### src/pkg/fmsu_defs.svh
`ifndef FMSU_DEFS_SVH
`define FMSU_DEFS_SVH
// Instruction word fields
`define FMSU_OPC_HI 31
`define FMSU_OPC_LO 26
`define FMSU_FMT_HI 25
`define FMSU_FMT_LO 21
`define FMSU_FT_HI 20
`define FMSU_FT_LO 16
`define FMSU_FS_HI 15
`define FMSU_FS_LO 11
`define FMSU_FD_HI 10
`define FMSU_FD_LO 6
`define FMSU_FN_HI 5
`define FMSU_FN_LO 0
// Encodings
`define FMSU_OPC_FLOAT 6'h11
`define FMSU_FN_MAX 6'h1e
`define FMSU_FN_MAXA 6'h1f
`define FMSU_FN_MIN 6'h1c
`define FMSU_FN_MINA 6'h1d
`define FMSU_FMT_S 5'h10
`define FMSU_FMT_D 5'h11
// Architecture release that owns the selection operations
`define FMSU_RELEASE_MIN 4'h6
// Sign and quiet bit positions; single precision inside the low word
`define FMSU_S_SIGN 31
`define FMSU_S_QUIET 22
`define FMSU_D_SIGN 63
`define FMSU_D_QUIET 51
// Reset values
`define FMSU_RST_WORD 64'h0
`endif

### src/pkg/fmsu_pkg.sv
package fmsu_pkg;
    typedef enum logic [1:0] {FMSU_OP_MAX, FMSU_OP_MIN, FMSU_OP_MAXA, FMSU_OP_MINA} fmsu_op_e;

    // Request from the pipeline: instruction plus both operand values
    typedef struct packed {
        logic valid;
        logic [31:0] instr;
        logic [63:0] first_val;
        logic [63:0] second_val;
    } fmsu_req_s;

    // Answer to the pipeline
    typedef struct packed {
        logic done;
        logic write_en;
        logic [4:0] dest_reg;
        logic [63:0] result;
        logic cop_unusable;
        logic reserved_instr;
        logic invalid_trap;
        logic invalid_flag;
        logic unimpl_flag;
    } fmsu_rsp_s;
endpackage
### src/logic/fmsu_compare.sv
`timescale 1ns/100ps
`include "fmsu_defs.svh"
// Pure combinational chooser for both formats
module fmsu_compare
    import fmsu_pkg::*;
(
    input wire logic is_double,
    input wire fmsu_op_e op,
    input wire logic [63:0] a,
    input wire logic [63:0] b,
    output logic a_nan,
    output logic b_nan,
    output logic a_snan,
    output logic b_snan,
    output logic pick_a
);
    logic sa;
    logic sb;
    logic [62:0] ma;
    logic [62:0] mb;
    logic a_mag_gt;
    logic mag_eq;
    logic a_signed_gt;
    logic signed_eq;

    // Split sign and magnitude per format; single sits in the low word
    always_comb
    begin
        if (is_double)
        begin
            sa = a[`FMSU_D_SIGN];
            sb = b[`FMSU_D_SIGN];
            ma = a[62:0];
            mb = b[62:0];
            a_nan = (a[62:52] == 11'h7ff) && (a[51:0] != 52'h0);
            b_nan = (b[62:52] == 11'h7ff) && (b[51:0] != 52'h0);
            a_snan = a_nan && !a[`FMSU_D_QUIET];
            b_snan = b_nan && !b[`FMSU_D_QUIET];
        end
        else
        begin
            sa = a[`FMSU_S_SIGN];
            sb = b[`FMSU_S_SIGN];
            ma = {32'h0, a[30:0]};
            mb = {32'h0, b[30:0]};
            a_nan = (a[30:23] == 8'hff) && (a[22:0] != 23'h0);
            b_nan = (b[30:23] == 8'hff) && (b[22:0] != 23'h0);
            a_snan = a_nan && !a[`FMSU_S_QUIET];
            b_snan = b_nan && !b[`FMSU_S_QUIET];
        end
    end

    // Sign-magnitude ordering; -0 sorts below +0 on purpose
    always_comb
    begin
        a_mag_gt = ma > mb;
        mag_eq = ma == mb;
        signed_eq = mag_eq && (sa == sb);
        if (sa != sb)
            a_signed_gt = !sa;
        else if (sa)
            a_signed_gt = mb > ma;
        else
            a_signed_gt = a_mag_gt;
    end

    // Operation choice; ties of equal values pick the first operand
    always_comb
    begin
        case (op)
            FMSU_OP_MAX: pick_a = a_signed_gt || signed_eq;
            FMSU_OP_MIN: pick_a = !a_signed_gt;
            FMSU_OP_MAXA: pick_a = a_mag_gt || (mag_eq && (a_signed_gt || signed_eq));
            FMSU_OP_MINA: pick_a = (!a_mag_gt && !mag_eq) || (mag_eq && !a_signed_gt);
            default: pick_a = 1'b1;
        endcase
    end
endmodule

### src/logic/fmsu_select_unit.sv
`timescale 1ns/100ps
`include "fmsu_defs.svh"
// Function
// - Decode only for release six onward
// - Coprocessor disabled raises unusable, unit 1
// - Unimplemented format raises reserved instruction
// - Signalling NaN flags invalid operand
// - One NaN returns the numeric operand
// - Both NaN returns first source
// - Max returns larger, min smaller
// - Max-magnitude returns larger absolute value
// - Magnitude tie: max-magnitude returns larger signed
// - Min-magnitude smaller absolute, tie smaller signed
// - Plus and minus zero ordered by sign
// - Signalling NaN with trap: exception, no write
// - Only unimplemented and invalid flags reported
// - Write result in operand format
// - Decode float opcode and four function codes
// - Single and double formats supported
module fmsu_select_unit
    import fmsu_pkg::*;
(
    input wire logic clk_sys,
    input wire logic rst,
    input wire fmsu_req_s req,
    input wire logic [3:0] arch_release,
    input wire logic cop_enabled,
    input wire logic single_impl,
    input wire logic double_impl,
    input wire logic invalid_trap_en,
    output fmsu_rsp_s rsp,
    output logic [1:0] cop_unit
);
    logic [5:0] opc;
    logic [5:0] fn;
    logic [4:0] fmt;
    logic is_sel;
    logic is_double;
    logic fmt_ok;
    fmsu_op_e op;
    logic a_nan;
    logic b_nan;
    logic a_snan;
    logic b_snan;
    logic pick_a;
    logic take_a;
    logic any_snan;
    logic [63:0] chosen;
    fmsu_rsp_s next_rsp;
    logic rsp_done;
    logic rsp_write_en;
    logic [4:0] rsp_dest_reg;
    logic [31:0] rsp_result_hi;
    logic [31:0] rsp_result_lo;
    logic rsp_cop_unusable;
    logic rsp_reserved_instr;
    logic rsp_invalid_trap;
    logic rsp_invalid_flag;
    logic rsp_unimpl_flag;

    // Instruction field extraction
    assign opc = req.instr[`FMSU_OPC_HI:`FMSU_OPC_LO];
    assign fn = req.instr[`FMSU_FN_HI:`FMSU_FN_LO];
    assign fmt = req.instr[`FMSU_FMT_HI:`FMSU_FMT_LO];

    // Decode; older releases see nothing here and the pipeline handles it
    always_comb
    begin
        is_sel = (opc == `FMSU_OPC_FLOAT) && (arch_release >= `FMSU_RELEASE_MIN);
        op = FMSU_OP_MAX;
        case (fn)
            `FMSU_FN_MAX: op = FMSU_OP_MAX;
            `FMSU_FN_MAXA: op = FMSU_OP_MAXA;
            `FMSU_FN_MIN: op = FMSU_OP_MIN;
            `FMSU_FN_MINA: op = FMSU_OP_MINA;
            default: is_sel = 1'b0;
        endcase
    end

    // Format check: only S and D exist and each may be absent
    assign is_double = fmt == `FMSU_FMT_D;
    assign fmt_ok = ((fmt == `FMSU_FMT_S) && single_impl) || (is_double && double_impl);

    fmsu_compare u_compare
    (
        .is_double(is_double),
        .op(op),
        .a(req.first_val),
        .b(req.second_val),
        .a_nan(a_nan),
        .b_nan(b_nan),
        .a_snan(a_snan),
        .b_snan(b_snan),
        .pick_a(pick_a)
    );

    // NaN preference ahead of the numeric compare
    always_comb
    begin
        any_snan = a_snan || b_snan;
        if (a_nan && b_nan)
            take_a = 1'b1;
        else if (a_nan)
            take_a = 1'b0;
        else if (b_nan)
            take_a = 1'b1;
        else
            take_a = pick_a;
        // No quieting, no rounding: the raw source bits go out
        chosen = take_a ? req.first_val : req.second_val;
        if (!is_double)
            chosen = {32'h0, chosen[31:0]};
    end

    // Answer assembly with the check priority of the pipeline
    always_comb
    begin
        next_rsp = '0;
        next_rsp.dest_reg = req.instr[`FMSU_FD_HI:`FMSU_FD_LO];
        next_rsp.result = chosen;
        if (req.valid && is_sel)
        begin
            next_rsp.done = 1'b1;
            if (!cop_enabled)
                next_rsp.cop_unusable = 1'b1;
            else if (!fmt_ok)
            begin
                next_rsp.reserved_instr = 1'b1;
                next_rsp.unimpl_flag = 1'b1;
            end
            else if (any_snan && invalid_trap_en)
            begin
                next_rsp.invalid_flag = 1'b1;
                next_rsp.invalid_trap = 1'b1;
            end
            else
            begin
                next_rsp.invalid_flag = any_snan;
                next_rsp.write_en = 1'b1;
            end
        end
        if (!next_rsp.write_en)
            next_rsp.result = `FMSU_RST_WORD;
    end

    // Completion pulse, one cycle after the request
    always_ff @(posedge clk_sys)
    begin
        if (rst)
            rsp_done <= 1'b0;
        else
            rsp_done <= next_rsp.done;
    end

    // Write grant; low whenever any check refused the request
    always_ff @(posedge clk_sys)
    begin
        if (rst)
            rsp_write_en <= 1'b0;
        else
            rsp_write_en <= next_rsp.write_en;
    end

    // Destination index travels with the result
    always_ff @(posedge clk_sys)
    begin
        if (rst)
            rsp_dest_reg <= 5'h0;
        else
            rsp_dest_reg <= next_rsp.dest_reg;
    end

    // High word only carries data for double operands
    always_ff @(posedge clk_sys)
    begin
        if (rst)
            rsp_result_hi <= 32'h0;
        else
            rsp_result_hi <= next_rsp.result[63:32];
    end

    // Low word holds single results and the double's low half
    always_ff @(posedge clk_sys)
    begin
        if (rst)
            rsp_result_lo <= 32'h0;
        else
            rsp_result_lo <= next_rsp.result[31:0];
    end

    // Coprocessor disabled fault
    always_ff @(posedge clk_sys)
    begin
        if (rst)
            rsp_cop_unusable <= 1'b0;
        else
            rsp_cop_unusable <= next_rsp.cop_unusable;
    end

    // Format fault; kept apart so the pipeline can tell it from a trap
    always_ff @(posedge clk_sys)
    begin
        if (rst)
            rsp_reserved_instr <= 1'b0;
        else
            rsp_reserved_instr <= next_rsp.reserved_instr;
    end

    // Trapped signalling operand
    always_ff @(posedge clk_sys)
    begin
        if (rst)
            rsp_invalid_trap <= 1'b0;
        else
            rsp_invalid_trap <= next_rsp.invalid_trap;
    end

    // Invalid-operand flag, trapped or not
    always_ff @(posedge clk_sys)
    begin
        if (rst)
            rsp_invalid_flag <= 1'b0;
        else
            rsp_invalid_flag <= next_rsp.invalid_flag;
    end

    // Unimplemented-operation flag
    always_ff @(posedge clk_sys)
    begin
        if (rst)
            rsp_unimpl_flag <= 1'b0;
        else
            rsp_unimpl_flag <= next_rsp.unimpl_flag;
    end

    // Answer is pure wiring of the flops above, no logic after them
    assign rsp = '{
        done: rsp_done,
        write_en: rsp_write_en,
        dest_reg: rsp_dest_reg,
        result: {rsp_result_hi, rsp_result_lo},
        cop_unusable: rsp_cop_unusable,
        reserved_instr: rsp_reserved_instr,
        invalid_trap: rsp_invalid_trap,
        invalid_flag: rsp_invalid_flag,
        unimpl_flag: rsp_unimpl_flag
    };

    // Coprocessor number travels with the unusable exception
    always_ff @(posedge clk_sys)
    begin
        if (rst)
            cop_unit <= 2'h0;
        else
            cop_unit <= next_rsp.cop_unusable ? 2'h1 : 2'h0;
    end
endmodule

### config.mk
export PLATFORM = sky130hd
export DESIGN_NAME = fmsu_select_unit
export DESIGN_NICKNAME = d
export VERILOG_FILES = /design/src/pkg/fmsu_pkg.sv /design/src/logic/fmsu_compare.sv /design/src/logic/fmsu_select_unit.sv
export VERILOG_INCLUDE_DIRS = /design/src /design/src/pkg
export SDC_FILE = /design/constraint.sdc
export NUM_CORES = 1
export LEC_CHECK = 0
export ABC_AREA = 1
export ABC_CLOCK_PERIOD_IN_PS = 10200
export BUFFER_PORTS_ARGS = -buffer_cell sky130_fd_sc_hd__buf_2
export CAP_MARGIN = 15
export CORE_UTILIZATION = 45
export CTS_CLUSTER_DIAMETER = 100
export DETAILED_ROUTE_END_ITERATION = 16
export PLACE_DENSITY = 0.76
export SLEW_MARGIN = 0
export SYNTH_ARGS = -nofsm -noshare
export SYNTH_HDL_FRONTEND = slang
export SYNTH_SLANG_ARGS = --single-unit
export TNS_END_PERCENT = 1
### constraint.sdc
create_clock -name clk_sys -period 10.2 [get_ports clk_sys]
set_input_delay 3.06 -clock clk_sys [delete_from_list [all_inputs] [get_ports clk_sys]]
set_output_delay 3.06 -clock clk_sys [all_outputs]
set_load 0.1 [all_outputs]
==> flow_summary_export.csv <==
group,metric,value,unit
sta,setup_violations,0,
cts,hold_buffers,0,
synth,synthSimpleGateAreaFrac,40.3,%
final_layout,register_area,1500,um^2
synth,synth_compound_area_share,6.00,%
cts,clock-sinks,75,
cts,cts_tree,"built",
sta,slew_headroom,33.5,%
cts,post-cts-setup-buffers,0,
synth,synth_top_family_by_area,"simple AND/OR/NAND/NOR gates",
synth,yosysUniqueCellTypes,29,
cts,clockBufferDepth,2,
drt,drc,0,
final_layout,stdcell_count,1344,
final_layout,final_area,7380,um^2
synth,synth_area,5900,um^2
cts,htree_levels,3,
drt,routed_via_density,4.94,
final_layout,insertedDiodeCount,0,
drt,wl_per_cell,13.0,um
sta,finalWorstSetupSlack,3.33,ns
sta,rsz0062_at_grt,"false",
synth,synth-seq-area-share,25.5,%
cts,root_buffer,"clkbuf_16",
hold_path,hold_class,"in -> reg",
synth,syn_nets,1192,
placement,place_congestion,0.937,
floorplan,coreArea,12700,um^2
global_routing,grt_pass1_wl,28300,um
synth,syn-instance-count,958,
floorplan,chipWidth,116,um
global_routing,antenna_found_initial,0,
final_layout,multi_input_area,3530,um^2
placement,placed_cell_area,7070,um^2
drt,routed_wl,17500,um
synth,yosysWarnings,0,
sta,hold_violations,0,
synth,synthAdderAreaFrac,13.4,%
drt,antenna_left,0,
setup_path,cp-end-kind,"flop",
floorplan,dieArea,13600,um^2
setup_path,cp_max_fo,64,
cts,cts.clk_slew.worst_paths,0.05,ns
placement,dp_cells,1328,
power,power_density,114,nW/um^2
floorplan,start_util,46.4,%
global_routing,grt_max_degree,66,
cts,cts-resized-gates,0,
sta,timing.fmax,146,MHz
global_routing,grt_pass1_vias,6021,
synth,synth_edf_count,0,
power,p_leak,0.00431,uW
setup_path,required,10.43,ns
placement,hpwl,13900,um
sta,min_period,6.87,ns
floorplan,io_pins,249,
floorplan,die_h,116,um
synth,syn_area_per_cell,6.16,um^2
run,maxCapViolCount,0,
final_layout,syn_to_final_growth,25.1,%
power,irDropWorstVdd,0.000146,V
placement,dpl_worst_slack,3.11,ns
floorplan,rows,41,
sta,min_period_over_period,67.3,%
final_layout,layout-drive-gt1-share,22.3,%
run_status,status,"finished, final reports clean",
synth,synthMuxAreaShare,0,%
final_layout,n_fill_cell,1308,
drt,vias,6640,
sta,slew_viol_final,0,
cts,numCtsBuffers,9,
global_routing,grtUsageTotal,26.4,%
setup_path,cp_data_arrival_time,7.10,ns
final_layout,finalNetCount,1401,
placement,place.port_buffers,236,
synth,synth_xor_area_share,0,%
global_routing,overflow,0,
synth,ys.flop_type,"dfxtp_1",
sta,worstMarginPinSlew,0.996,ns
drt,dr.pass1.iters,5,
setup_path,startpoint_type,"input pin",
drt,drt_iter0_drc,388,
sta,finalSetupTns,0,ns
synth,ys_async_sr_fraction,0,%
synth,ys_ff_latch,75,
setup_path,setup.worst_path.class,"in -> reg",
-- logic make-up after synthesis --
family,count (synthesis)
compound gates,67
fa+ha+maj,63
other cells,1
buf+inv,204
simple gates,548
flops,75
-- cell usage in the layout (no fill, tap or decap), drive strengths merged --
cell      Yosys  final
inv         162    162
a21oi        55     55
nand3b       20     20
nand3        37     37
and3          1      1
o21bai        1      1
nand4        32     32
clkinvlp      0      1
ha           63     63
conb          1      1
nor4         27     27
o21ai         4      4
a21o          4      4
nor2        172    172
clkinv        0      1
clkbuf       12     13
buf          30    240
nor3b         2      2
nor3         10     10
nand2       247    247
o22ai         1      1
a21boi        2      2
bufinv        0      1
dfxtp        75     75
-- per-layer routing --
layer / global-route usage (%) / share of wire (%)
met4: 8.12 / 1.8
met5: 0 / 0
met1: 32.8 / 44
met3: 5.97 / 6.8
met2: 45.2 / 48
-- area by class of cell --
| cell class | instances | share of cell area (%) |
|---|---|---|
| Tap cell | 172 | 2.92 |
| Clock inverter | 3 | 0.628 |
| Clock buffer | 13 | 3.53 |
| Multi-Input combinational cell | 679 | 47.9 |
| Inverter | 162 | 8.24 |
| Timing Repair Buffer | 240 | 16.4 |
| Sequential cell | 75 | 20.4 |
-- critical path, cell delays in order --
cell	delay (ns)
buf_2	0.12
nor4_4	0.25
buf_4	0.40
inv_2	0.38
nor2_1	0.19
ha_1	0.17
nand2_1	0.06
nor2_1	0.26
nand2_1	0.14
nor3_1	0.30
inv_1	0.07
nor2_1	0.09
nand2_1	0.07
nand2_1	0.08
nand2_1	0.09
nand2_1	0.08
nand2_1	0.07
o21bai_1	0.13
nand3_1	0.10
nand2_2	0.10
buf_4	0.50
nand3_1	0.16
nand2_1	0.11
nor2_1	0.04
-- worst paths after layout --
| path | from | to | slack [ns] | cells after the start |
|---|---|---|---|---|
| worst min-delay path | cop_enabled | rsp_cop_unusable$_SDFF_PP0_ | 2.88 | 2 |
| worst max-delay path | req[150] | rsp_result_hi[7]$_SDFF_PP0_ | 3.33 | 24 |
-- synthesized netlist by cell type (4+ instances only) --
cell type | number | share of area [%]
nor4_1 | 26 | 2.8
nor3_1 | 10 | 0.85
buf_6 | 9 | 1.7
nand4_1 | 32 | 3.4
buf_1 | 5 | 0.32
buf_4 | 9 | 1.1
a21o_1 | 4 | 0.51
nor2_1 | 172 | 11
inv_1 | 160 | 10
a21oi_1 | 55 | 4.7
clkbuf_1 | 12 | 0.76
nand3_1 | 37 | 3.1
ha_1 | 63 | 13
buf_2 | 7 | 0.59
nand3b_1 | 20 | 2.5
nand2_1 | 245 | 16
dfxtp_1 | 75 | 25
-- report_power, final --
part / total (uW) / switching, uW / internal (uW)
sequential: 294 / 0.184 / 294
clock: 328 / 124 / 203
combinational: 217 / 143 / 74.8
-- through the flow --
| stage | hold WS (ns) | power (uW) | utilization [%] |
|---|---|---|---|
| 2_1_floorplan | 3.13 | 460 | - |
| 5_1_grt | 2.88 | 891 | 58.0 |
| 3_5_place_dp | 3.24 | 515 | 55.6 |
| 6_report | 2.88 | 839 | 58.0 |
| 4_1_cts | 2.87 | 846 | 58.0 |
| 3_3_place_gp | 3.24 | 512 | 55.6 |
(Power assumes the default switching activity.)
